===== config.mk =====
export PLATFORM = sky130hd
export DESIGN_NAME = awk_wake_timer
export DESIGN_NICKNAME = d
export VERILOG_FILES = /design/src/awk_pkg.sv /design/src/awk_wake_timer.sv
export SDC_FILE = /design/constraint.sdc
export NUM_CORES = 1
export LEC_CHECK = 0
export ABC_AREA = 1
export BUFFER_PORTS_ARGS = -buffer_cell sky130_fd_sc_hd__buf_2
export CAP_MARGIN = 10
export CORE_MARGIN = 1.5
export CORE_UTILIZATION = 55
export CTS_CLUSTER_DIAMETER = 40
export CTS_CLUSTER_SIZE = 12
export DETAILED_ROUTE_END_ITERATION = 7
export PLACE_DENSITY = 0.92
export REMOVE_ABC_BUFFERS = 1
export SLEW_MARGIN = 30
export SYNTH_ARGS = -nofsm -noshare
export SYNTH_HDL_FRONTEND = slang
export SYNTH_SLANG_ARGS = --single-unit

===== constraint.sdc =====
create_clock -name mclk_i -period 3.7 [get_ports mclk_i]
set_clock_uncertainty 0.05 [all_clocks]
set_input_delay 0.185 -clock mclk_i [delete_from_list [all_inputs] [get_ports mclk_i]]
set_output_delay 0.185 -clock mclk_i [all_outputs]
set_load 0.01 [all_outputs]

===== src/awk_pkg.sv =====
/*
 * Constants, types and register map of the auto wake-up from halt timer.
 * Assumes a single 50 MHz system clock and an AXI4-Lite register bus.
 */
package awk_pkg;
    localparam int AWK_ADDR_W = 12;
    localparam logic [7:0] AWK_CSR_IDX = 8'h48;
    localparam logic [7:0] AWK_PRE_IDX = 8'h49;
    localparam logic [7:0] AWK_CSR_RST = 8'h00;
    localparam logic [7:0] AWK_PRE_RST = 8'hFF;
    localparam logic [7:0] AWK_PRE_BAD = 8'h00;
    localparam int AWK_EN_BIT = 0;
    localparam int AWK_MEAS_BIT = 1;
    localparam int AWK_FLAG_BIT = 2;
    localparam int AWK_DIV_W = 6;
    localparam logic [5:0] AWK_DIV_LAST = 6'h3F;
    localparam int AWK_STAB_W = 9;
    localparam logic [8:0] AWK_STAB_LAST = 9'h0FF;
    localparam logic [1:0] AWK_OKAY = 2'h0;
    localparam logic [1:0] AWK_SLVERR = 2'h2;

    typedef enum logic [1:0] {
        AWK_RUN,
        AWK_AWU_HALT,
        AWK_PLAIN_HALT,
        AWK_STAB
    } awk_mode_e;

    typedef struct packed {
        logic awvalid;
        logic [AWK_ADDR_W-1:0] awaddr;
        logic wvalid;
        logic [31:0] wdata;
        logic [3:0] wstrb;
        logic bready;
        logic arvalid;
        logic [AWK_ADDR_W-1:0] araddr;
        logic rready;
    } awk_axi_req_s;

    typedef struct packed {
        logic awready;
        logic wready;
        logic bvalid;
        logic [1:0] bresp;
        logic arready;
        logic rvalid;
        logic [31:0] rdata;
        logic [1:0] rresp;
    } awk_axi_rsp_s;

    typedef struct packed {
        awk_mode_e mode;
        logic wake_enable_bit;
        logic rc_measure_bit;
        logic wake_flag;
        logic [7:0] wake_prescaler;
        logic [AWK_DIV_W-1:0] div;
        logic [7:0] pcnt;
        logic [AWK_STAB_W-1:0] stab;
        logic woke_by_timer;
        logic aw_got;
        logic [AWK_ADDR_W-1:0] awaddr;
        logic w_got;
        logic [7:0] wdata;
        logic wlane0;
        awk_axi_rsp_s rsp;
        logic main_osc_en;
        logic cpu_hold;
        logic halted;
        logic awu_mode;
        logic irq;
        logic imask_clr;
        logic rc_osc_en;
        logic rc_capture;
        logic wdg_reset;
        logic resume;
        logic resume_timer;
    } awk_state_s;
endpackage : awk_pkg


===== src/awk_wake_timer.sv =====
/*
 * Auto wake-up from halt timer: halt sequencing, RC tick divider and
 * prescaler, stabilisation delay, measurement routing, AXI4-Lite registers.
 * Assumes rc_tick_i is a one-cycle pulse per RC oscillator period, already
 * synchronous to mclk_i, and that the core drives halt_exec_i for one cycle.
 */
// Register access over AXI4-Lite was chosen for this implementation.
`timescale 1ns/10ps
`default_nettype none

// Operation
// - Halt with enable set enters auto-wake halt
// - Auto-wake halt entry starts RC, divider, prescaler
// - Delay expiry sets flag and raises interrupt
// - Wake: oscillator on, hold 256 cycles
// - Then resume via auto-wake vector
// - Status read clears flag and interrupt
// - Writes never change the flag
// - Measure bit routes RC to capture while running
// - Measure bit also starts RC oscillator
// - Other halt-exit interrupt or reset wakes
// - Halt entry clears interrupt mask bit
// - Halt stops main oscillator and peripherals
// - Watchdog-in-halt option decides watchdog reset
// - Status resets to zero, bits 7:3 zero
// - Enable bit freely written by software
// - Prescaler N divides by N, 1..255
// - Writing zero to prescaler is ignored
// - Prescaler resets to FFh
// - Halt time is 64 times N RC periods
module awk_wake_timer (
    input wire logic mclk_i,
    input wire logic reset_i,
    input wire awk_pkg::awk_axi_req_s axi_req_i,
    output awk_pkg::awk_axi_rsp_s axi_rsp_o,
    input wire logic halt_exec_i,
    input wire logic halt_exit_irq_i,
    input wire logic watchdog_en_i,
    input wire logic watchdog_in_halt_option_i,
    input wire logic rc_tick_i,
    output logic main_osc_en_o,
    output logic cpu_hold_o,
    output logic halted_o,
    output logic auto_wake_halt_mode_o,
    output logic wake_irq_o,
    output logic imask_clear_o,
    output logic rc_osc_en_o,
    output logic rc_capture_o,
    output logic watchdog_reset_o,
    output logic resume_o,
    output logic resume_wake_vector_o
);
    import awk_pkg::*;

    awk_state_s st;
    awk_state_s next_st;
    logic wr_fire;
    logic rd_fire;
    logic expire;
    logic csr_read;

    function automatic logic addr_hit(input logic [AWK_ADDR_W-1:0] a,
                                      input logic [7:0] idx);
        addr_hit = (a[AWK_ADDR_W-1:2] == {2'h0, idx});
    endfunction : addr_hit

    assign wr_fire = st.aw_got && st.w_got && !st.rsp.bvalid;
    assign rd_fire = axi_req_i.arvalid && st.rsp.arready;
    assign csr_read = rd_fire && addr_hit(axi_req_i.araddr, AWK_CSR_IDX);
    assign expire = (st.mode == AWK_AWU_HALT) && rc_tick_i
        && (st.div == AWK_DIV_LAST)
        && (st.pcnt == st.wake_prescaler - 8'h01);

    always_comb begin
        next_st = st;
        next_st.imask_clr = 1'b0;
        next_st.wdg_reset = 1'b0;
        next_st.resume = 1'b0;
        next_st.resume_timer = 1'b0;

        // Write address and data taken in either order
        if (axi_req_i.awvalid && st.rsp.awready) begin
            next_st.aw_got = 1'b1;
            next_st.awaddr = axi_req_i.awaddr;
        end
        if (axi_req_i.wvalid && st.rsp.wready) begin
            next_st.w_got = 1'b1;
            next_st.wdata = axi_req_i.wdata[7:0];
            next_st.wlane0 = axi_req_i.wstrb[0];
        end
        if (st.rsp.bvalid && axi_req_i.bready) begin
            next_st.rsp.bvalid = 1'b0;
        end
        if (wr_fire) begin
            next_st.aw_got = 1'b0;
            next_st.w_got = 1'b0;
            next_st.rsp.bvalid = 1'b1;
            next_st.rsp.bresp = AWK_OKAY;
            if (addr_hit(st.awaddr, AWK_CSR_IDX)) begin
                if (st.wlane0) begin
                    next_st.wake_enable_bit = st.wdata[AWK_EN_BIT];
                    next_st.rc_measure_bit = st.wdata[AWK_MEAS_BIT];
                end
            end else if (addr_hit(st.awaddr, AWK_PRE_IDX)) begin
                if (st.wlane0 && st.wdata != AWK_PRE_BAD) begin
                    next_st.wake_prescaler = st.wdata;
                end
            end else begin
                next_st.rsp.bresp = AWK_SLVERR;
            end
        end

        if (st.rsp.rvalid && axi_req_i.rready) begin
            next_st.rsp.rvalid = 1'b0;
        end
        if (rd_fire) begin
            next_st.rsp.rvalid = 1'b1;
            next_st.rsp.rresp = AWK_OKAY;
            next_st.rsp.rdata = 32'h0;
            if (addr_hit(axi_req_i.araddr, AWK_CSR_IDX)) begin
                next_st.rsp.rdata[AWK_FLAG_BIT] = st.wake_flag;
                next_st.rsp.rdata[AWK_MEAS_BIT] = st.rc_measure_bit;
                next_st.rsp.rdata[AWK_EN_BIT] = st.wake_enable_bit;
            end else if (addr_hit(axi_req_i.araddr, AWK_PRE_IDX)) begin
                next_st.rsp.rdata[7:0] = st.wake_prescaler;
            end else begin
                next_st.rsp.rresp = AWK_SLVERR;
            end
        end
        if (csr_read) begin
            next_st.wake_flag = 1'b0;
        end

        case (st.mode)
            AWK_RUN: begin
                if (halt_exec_i) begin
                    if (watchdog_en_i && !watchdog_in_halt_option_i) begin
                        next_st.wdg_reset = 1'b1;
                    end else begin
                        next_st.imask_clr = 1'b1;
                        next_st.div = '0;
                        next_st.pcnt = 8'h00;
                        if (st.wake_enable_bit) begin
                            next_st.mode = AWK_AWU_HALT;
                        end else begin
                            next_st.mode = AWK_PLAIN_HALT;
                        end
                    end
                end
            end
            AWK_AWU_HALT: begin
                if (expire) begin
                    next_st.wake_flag = 1'b1;
                    next_st.woke_by_timer = 1'b1;
                    next_st.stab = '0;
                    next_st.mode = AWK_STAB;
                end else if (halt_exit_irq_i) begin
                    next_st.woke_by_timer = 1'b0;
                    next_st.stab = '0;
                    next_st.mode = AWK_STAB;
                end else if (rc_tick_i) begin
                    next_st.div = st.div + 6'h01;
                    if (st.div == AWK_DIV_LAST) begin
                        next_st.pcnt = st.pcnt + 8'h01;
                    end
                end
            end
            AWK_PLAIN_HALT: begin
                if (halt_exit_irq_i) begin
                    next_st.woke_by_timer = 1'b0;
                    next_st.stab = '0;
                    next_st.mode = AWK_STAB;
                end
            end
            AWK_STAB: begin
                if (st.stab == AWK_STAB_LAST) begin
                    next_st.mode = AWK_RUN;
                    next_st.resume = 1'b1;
                    next_st.resume_timer = st.woke_by_timer;
                end else begin
                    next_st.stab = st.stab + 9'h001;
                end
            end
            default: begin
                next_st.mode = AWK_RUN;
            end
        endcase

        next_st.halted = (next_st.mode == AWK_AWU_HALT)
            || (next_st.mode == AWK_PLAIN_HALT);
        next_st.main_osc_en = !next_st.halted;
        next_st.cpu_hold = (next_st.mode != AWK_RUN);
        next_st.awu_mode = (next_st.mode == AWK_AWU_HALT);
        next_st.irq = next_st.wake_flag;
        next_st.rc_osc_en = next_st.rc_measure_bit
            || (next_st.mode == AWK_AWU_HALT);
        next_st.rc_capture = next_st.rc_measure_bit
            && (next_st.mode == AWK_RUN);
        next_st.rsp.awready = !next_st.aw_got && !next_st.rsp.bvalid;
        next_st.rsp.wready = !next_st.w_got && !next_st.rsp.bvalid;
        next_st.rsp.arready = !next_st.rsp.rvalid;
    end

    always_ff @(posedge mclk_i) begin
        if (reset_i) begin
            st <= '0;
            st.mode <= AWK_RUN;
            st.wake_prescaler <= AWK_PRE_RST;
            st.main_osc_en <= 1'b1;
            st.rsp.awready <= 1'b1;
            st.rsp.wready <= 1'b1;
            st.rsp.arready <= 1'b1;
        end else begin
            st <= next_st;
        end
    end

    assign axi_rsp_o = st.rsp;
    assign main_osc_en_o = st.main_osc_en;
    assign cpu_hold_o = st.cpu_hold;
    assign halted_o = st.halted;
    assign auto_wake_halt_mode_o = st.awu_mode;
    assign wake_irq_o = st.irq;
    assign imask_clear_o = st.imask_clr;
    assign rc_osc_en_o = st.rc_osc_en;
    assign rc_capture_o = st.rc_capture;
    assign watchdog_reset_o = st.wdg_reset;
    assign resume_o = st.resume;
    assign resume_wake_vector_o = st.resume_timer;
endmodule : awk_wake_timer

`default_nettype wire


### Word-level counts from Yosys, hierarchy flattened

Index checks and enable logic that the tools add are counted.

| storage, ports and cells | value |
|---|---|
| register bits after elaboration | 87 |
| input bits | 72 |

| operators by class | value |
|---|---|
| add/sub/neg operators | 4 |
| eq/ne operators | 19 |
| muxes and demuxes | 43 |
| bitwise logic cells | 5 |
| reduce and logical (&&, ||, !) cells | 40 |

Operator list:

| operator | count |
|---|---|
| 14-bit two-way mux | 5 |
| 10-bit by 7-bit equality test with 1-bit output, second input constant | 4 |
| 35-bit two-way mux | 1 |
| 10-bit two-way mux | 3 |
| 14-bit case mux with 2 select lines | 1 |
| 9-bit case mux with 3 select lines | 1 |
| 2-bit two-way mux | 11 |
| 1-bit logical AND | 16 |
| 8-bit two-way mux | 2 |
| 13-bit two-way mux | 1 |
| 1-bit two-way mux | 12 |
| 2-bit inequality test, second input constant | 6 |
| 9-bit by 1-bit adder with 9-bit output, second input constant | 1 |
| 9-bit by 8-bit equality test with 1-bit output, second input constant | 1 |
| 9-bit two-way mux | 1 |
| 8-bit by 1-bit adder with 8-bit output, second input constant | 1 |
| 8-bit equality test | 1 |
| 2-bit case mux with 4 select lines | 1 |
| 8-bit nonzero test | 1 |
| 8-bit by 1-bit subtractor with 8-bit output, second input constant | 1 |
| 1-bit zero test | 7 |
| 7-bit AND reduction | 1 |
| 6-bit by 1-bit adder with 6-bit output, second input constant | 1 |
| 2-bit equality test, second input constant | 3 |
| other kinds (17) | 28 |

### Depth between registers and ports, before layout

| depth | value |
|---|---|
| depth after elaboration | 9 |
| gate-level depth with buffers | 15 |

### Least setup slack after synthesis

OpenSTA, ideal clock, no wires.

| path | value |
|---|---|
| path type | flip-flop to flip-flop |
| start point | reg st[99] (netlist bit) |
| end point | reg st (netlist bit main_osc_en_o) |
| library setup time | 0.130 ns |
| data arrival time | 1.878 ns |
| slack | 1.642 ns |
| stages on the path, launching flop included | 15 |
| path buffers | 0 |
| clock period less this slack | 2.058 ns |
| cell sequence | dfxtp_1 -> inv_2 -> ha_1 -> inv_1 -> nand2_1 -> nand2_1 -> nand3_1 -> nor2_2 -> nand3_2 -> nor2_4 -> o21bai_1 -> nand2_1 -> nand2_1 -> ha_1 -> nand2_1 |

| between the ends | value |
|---|---|
| longest elaborated chain between the ends | 8 |
| elaborated cells on any way between the ends | 9 |
| those cells by class | 1 x add/sub; 3 x eq/ne; 2 x mux; 3 x reduce/logical |

RTL lines:

| item | line | source |
|---|---|---|
| start, declared | awk_wake_timer.sv:55 | `awk_state_s st;` |
| start signal, assigned | awk_wake_timer.sv:214 | `st <= next_st;` |
| 8-bit by 1-bit subtractor with 8-bit output * | awk_wake_timer.sv:72 | `&& (st.pcnt == st.wake_prescaler - 8'h01);` |
| 8-bit equality test * | awk_wake_timer.sv:72 |  |
| 1-bit logical AND * | awk_wake_timer.sv:72 |  |
| 2-bit two-way mux * | awk_wake_timer.sv:152 | `if (expire) begin` |
| 2-bit case mux with 4 select lines * | awk_wake_timer.sv:134 | `case (st.mode)` |
| 2-bit by 1-bit equality test with 1-bit output or 2-bit equality test (tied branches) | awk_wake_timer.sv:189, awk_wake_timer.sv:190 |  |
| 1-bit logical OR * | awk_wake_timer.sv:190 | `\|\| (next_st.mode == AWK_PLAIN_HALT);` |
| 1-bit zero test * | awk_wake_timer.sv:191 | `next_st.main_osc_en = !next_st.halted;` |

Every way passes the cells marked *; elsewhere a longest branch is shown, timed or not.
A chain may end at the register's enable or synchronous reset.

==> out/metrics.yaml <==
route:
  drt_pass1_iterations: 6
  drt-total-wl_um: 9230
  routedWlPerCell_um: 11.9
  drc_errors: 0
  ant_nets: 0
  vias: 3994
  drt_iter0_drc: 229
  via_per_inst: 5.15
critical_path:
  reg2reg_from: "st[77]"
  crit_arrival_ps: 2580
  end_kind: "flip-flop"
  worstPathMaxFanout: 4
  r2r_cells: 13
  cp-start-kind: "flip-flop"
  worstPathCellList: "ha_1, nand2_1, inv_1, nand3_1, nor4_1, ha_1, o31ai_1, o21ai_0, o21a_1, inv_1, ha_1, inv_1, o21ai_0"
  worstPathRequired_ps: 3880
  rrSetupSlack_ps: 1300
  slowest_delay_ps: 380
  critPathSlowestCell: "dfxtp_1"
  critPathBufInv: 3
  crit_type: "reg2reg"
  cp_top_family: "adder cells"
  r2r_end: "rc_osc_en_o"
timing:
  hold_violations: 0
  final.min_clock_period_ps: 2400
  finalCritPeriodShare: 0.647
  relSlewSlack: 0.628
  fmax_mhz: 417
  finalSetupViolations: 0
  worst_pin_slew_ps: 555
  rsz0062_at_grt: "no"
  slew_viol_final: 0
  fin_setup_tns_ps: 0
cts:
  clk_pin_slew_ps: 90
  cts-resized-gates: 0
  cts_buffers: 9
  clk_latency_ps: 370
  cts-root-to-sink-buffers: 2
  cts_tree: "yes"
  htree_levels: 3
  cts_sinks: 83
  cts_root_buffer: "clkbuf_8"
outcome:
  status: "complete, no violations"
yosys:
  synth_warnings: 0
  yosysSeqAreaShare: 0.381
  synthesis.area_um2: 4360
  synth_cells: 623
  synth_async_sr_flop_share: 0
  yosys.cell_types.count: 39
  synth_edf_count: 0
  yosys_register_bits: 83
  syn-mean-instance-area_um2: 7.00
  synth_flop_cell: "dfxtp_1"
finish:
  n_fill_cell: 659
  areaGrowthSynthToFinish_pct: 8.98
  drive_gt1_frac: 0.153
  fin_nets: 753
  design_area_um2: 4750
  n_antenna_cell: 0
die:
  die_h_um: 92.0
  start_util: 0.567
  design.core.area_um2: 7690
  die_x_um: 92.0
  dieArea_um2: 8470
  num_rows: 32
  ios: 124
flow_run:
  cap_violations: 0
hold_path:
  whs_endpoint: "st[71]"
  hp-start: "axi_req_i[61]"
  min_path_cells: 3
  min-delay-path-class: "in2reg"
place:
  dpl_cell_area_um2: 4540
  post-dp-hpwl_um: 6530
  portBuffers: 66
  gp_congestion: 0.865
power_and_ir_drop:
  p_leak_uw: 0.00224
  ir_drop_mv: 0.420
  p_per_area_nw_per_um2: 466
grt:
  antenna_found_initial: 0
  grt_pass1_vias: 3624
  grt_pass1_wl_um: 15800
  grt_overflow: 0
  grtUsageTotal: 0.228
  grt_max_degree: 34
through the flow:
| step | total power [uW] | util | setup WS (ps) | hold WS, ps | instances |
|---|---|---|---|---|---|
| floorplan | 1400 | - | 1630 | 202 | 588 |
| global placement | 1520 | 0.591 | 1460 | 372 | 759 |
| detailed placement | 1550 | 0.591 | 1350 | 373 | 759 |
| CTS | 2210 | 0.618 | 1330 | 11.2 | 776 |
| global route | 2350 | 0.618 | 1070 | 21.1 | 776 |
| finish | 2210 | 0.618 | 1300 | 15.6 | 776 |
state kept, by name (all words and copies together) (netlist names):
name and cells:
rc_osc_en_o 1, halted_o 1, cpu_hold_o 1, resume_wake_vector_o 1, rc_capture_o 1, wake_irq_o 1, main_osc_en_o 1, auto_wake_halt_mode_o 1
watchdog_reset_o 1, imask_clear_o 1, st 57, axi_rsp_o 15, resume_o 1
worst max path at each step:
stage	start	end	slack, ps	cells past startpoint
floorplan	st[99]	main_osc_en_o	1630	14
global placement	st[76]	rc_osc_en_o	1460	13
detailed placement	st[77]	rc_osc_en_o	1350	13
CTS	st[77]	rc_osc_en_o	1330	13
global route	st[77]	rc_osc_en_o	1070	13
finish	st[77]	rc_osc_en_o	1300	13
area by class of cell:
| cell class | count | area, um2 | area share |
|---|---|---|---|
| Multi-Input combinational cell | 427 | 2110 | 0.443 |
| Sequential cell | 83 | 1660 | 0.350 |
| Timing Repair Buffer | 70 | 363 | 0.0764 |
| Inverter | 78 | 294 | 0.0619 |
| Clock buffer | 10 | 128 | 0.0269 |
| Tap cell | 102 | 128 | 0.0269 |
| Clock inverter | 6 | 71.3 | 0.0150 |
where the power goes:
| part | total [uW] | leakage, uW | switching (uW) | internal (uW) |
|---|---|---|---|---|
| registers | 1040 | 0.000679 | 54.9 | 981 |
| clock network | 671 | 0.0000992 | 351 | 320 |
| logic | 508 | 0.00146 | 333 | 175 |
metal layers:
layer  part of all wire  global-route usage  wire (um)
met1               0.44               0.270       4100
met2               0.50               0.391       4590
met3              0.041              0.0489        383
met4              0.018               0.104        166
met5                  0                   0          0
cells by family after synthesis:
family                   synth area share
flip-flops                          0.381
buffers and inverters               0.157
AO/OA/AOI/OAI                       0.143
other                            0.000860
adder cells (fa/ha/maj)            0.0344
XOR/XNOR                           0.0221
AND/OR/NAND/NOR                     0.261
synth_stat cells (2+ instances only):
library cell	n	area (um2)
nand2_2	2	12.5
buf_2	2	10.0
a31oi_1	2	12.5
o211ai_1	10	75.1
o21ai_1	3	15.0
inv_2	2	7.51
nor4_1	2	12.5
dfxtp_1	83	1660
nor3_1	2	10.0
nor2_1	77	289
clkbuf_1	14	52.6
inv_1	73	274
or2_2	3	18.8
nand4_1	5	31.3
clkinv_1	2	7.51
ha_1	12	150
buf_4	41	308
clkbuf_2	2	10.0
o21ai_0	42	210
nor3b_1	3	22.5
nand3_1	34	170
nor2_2	3	18.8
xor2_1	6	52.6
xnor2_1	5	43.8
nand2_1	123	462
nor2_4	2	22.5
nand3_2	4	40.0
a21oi_1	53	265
what timing repair did:
item / 4_1_cts / 5_1_grt
endpoints found under the hold margin: 1 / 0
setup buffers: 0 / 0
endpoints found under the setup margin: 0 / 0
hold buffers: 1 / 0
tightest hold or removal path: cells and delay by family:
family | cells | cell delay, ps
buf+inv | 1 | 70
simple gates | 1 | 80
compound gates | 1 | 70
placed cells by master, fill, tap and decap left out, types with 3 or more instances in the layout:
cell	netlist	final
a21oi_1	53	53
buf_2	2	66
buf_4	41	3
clkbuf_8	0	9
conb_1	1	26
dfxtp_1	83	83
ha_1	12	12
inv_1	73	73
nand2_1	123	123
nand3_1	34	34
nand3_2	4	4
nand4_1	5	5
nor2_1	77	77
nor2_2	3	3
nor3b_1	3	3
o211ai_1	10	10
o21ai_0	42	42
o21ai_1	3	3
or2_2	3	3
xnor2_1	5	5
xor2_1	6	6
(Power assumes the default switching activity.)
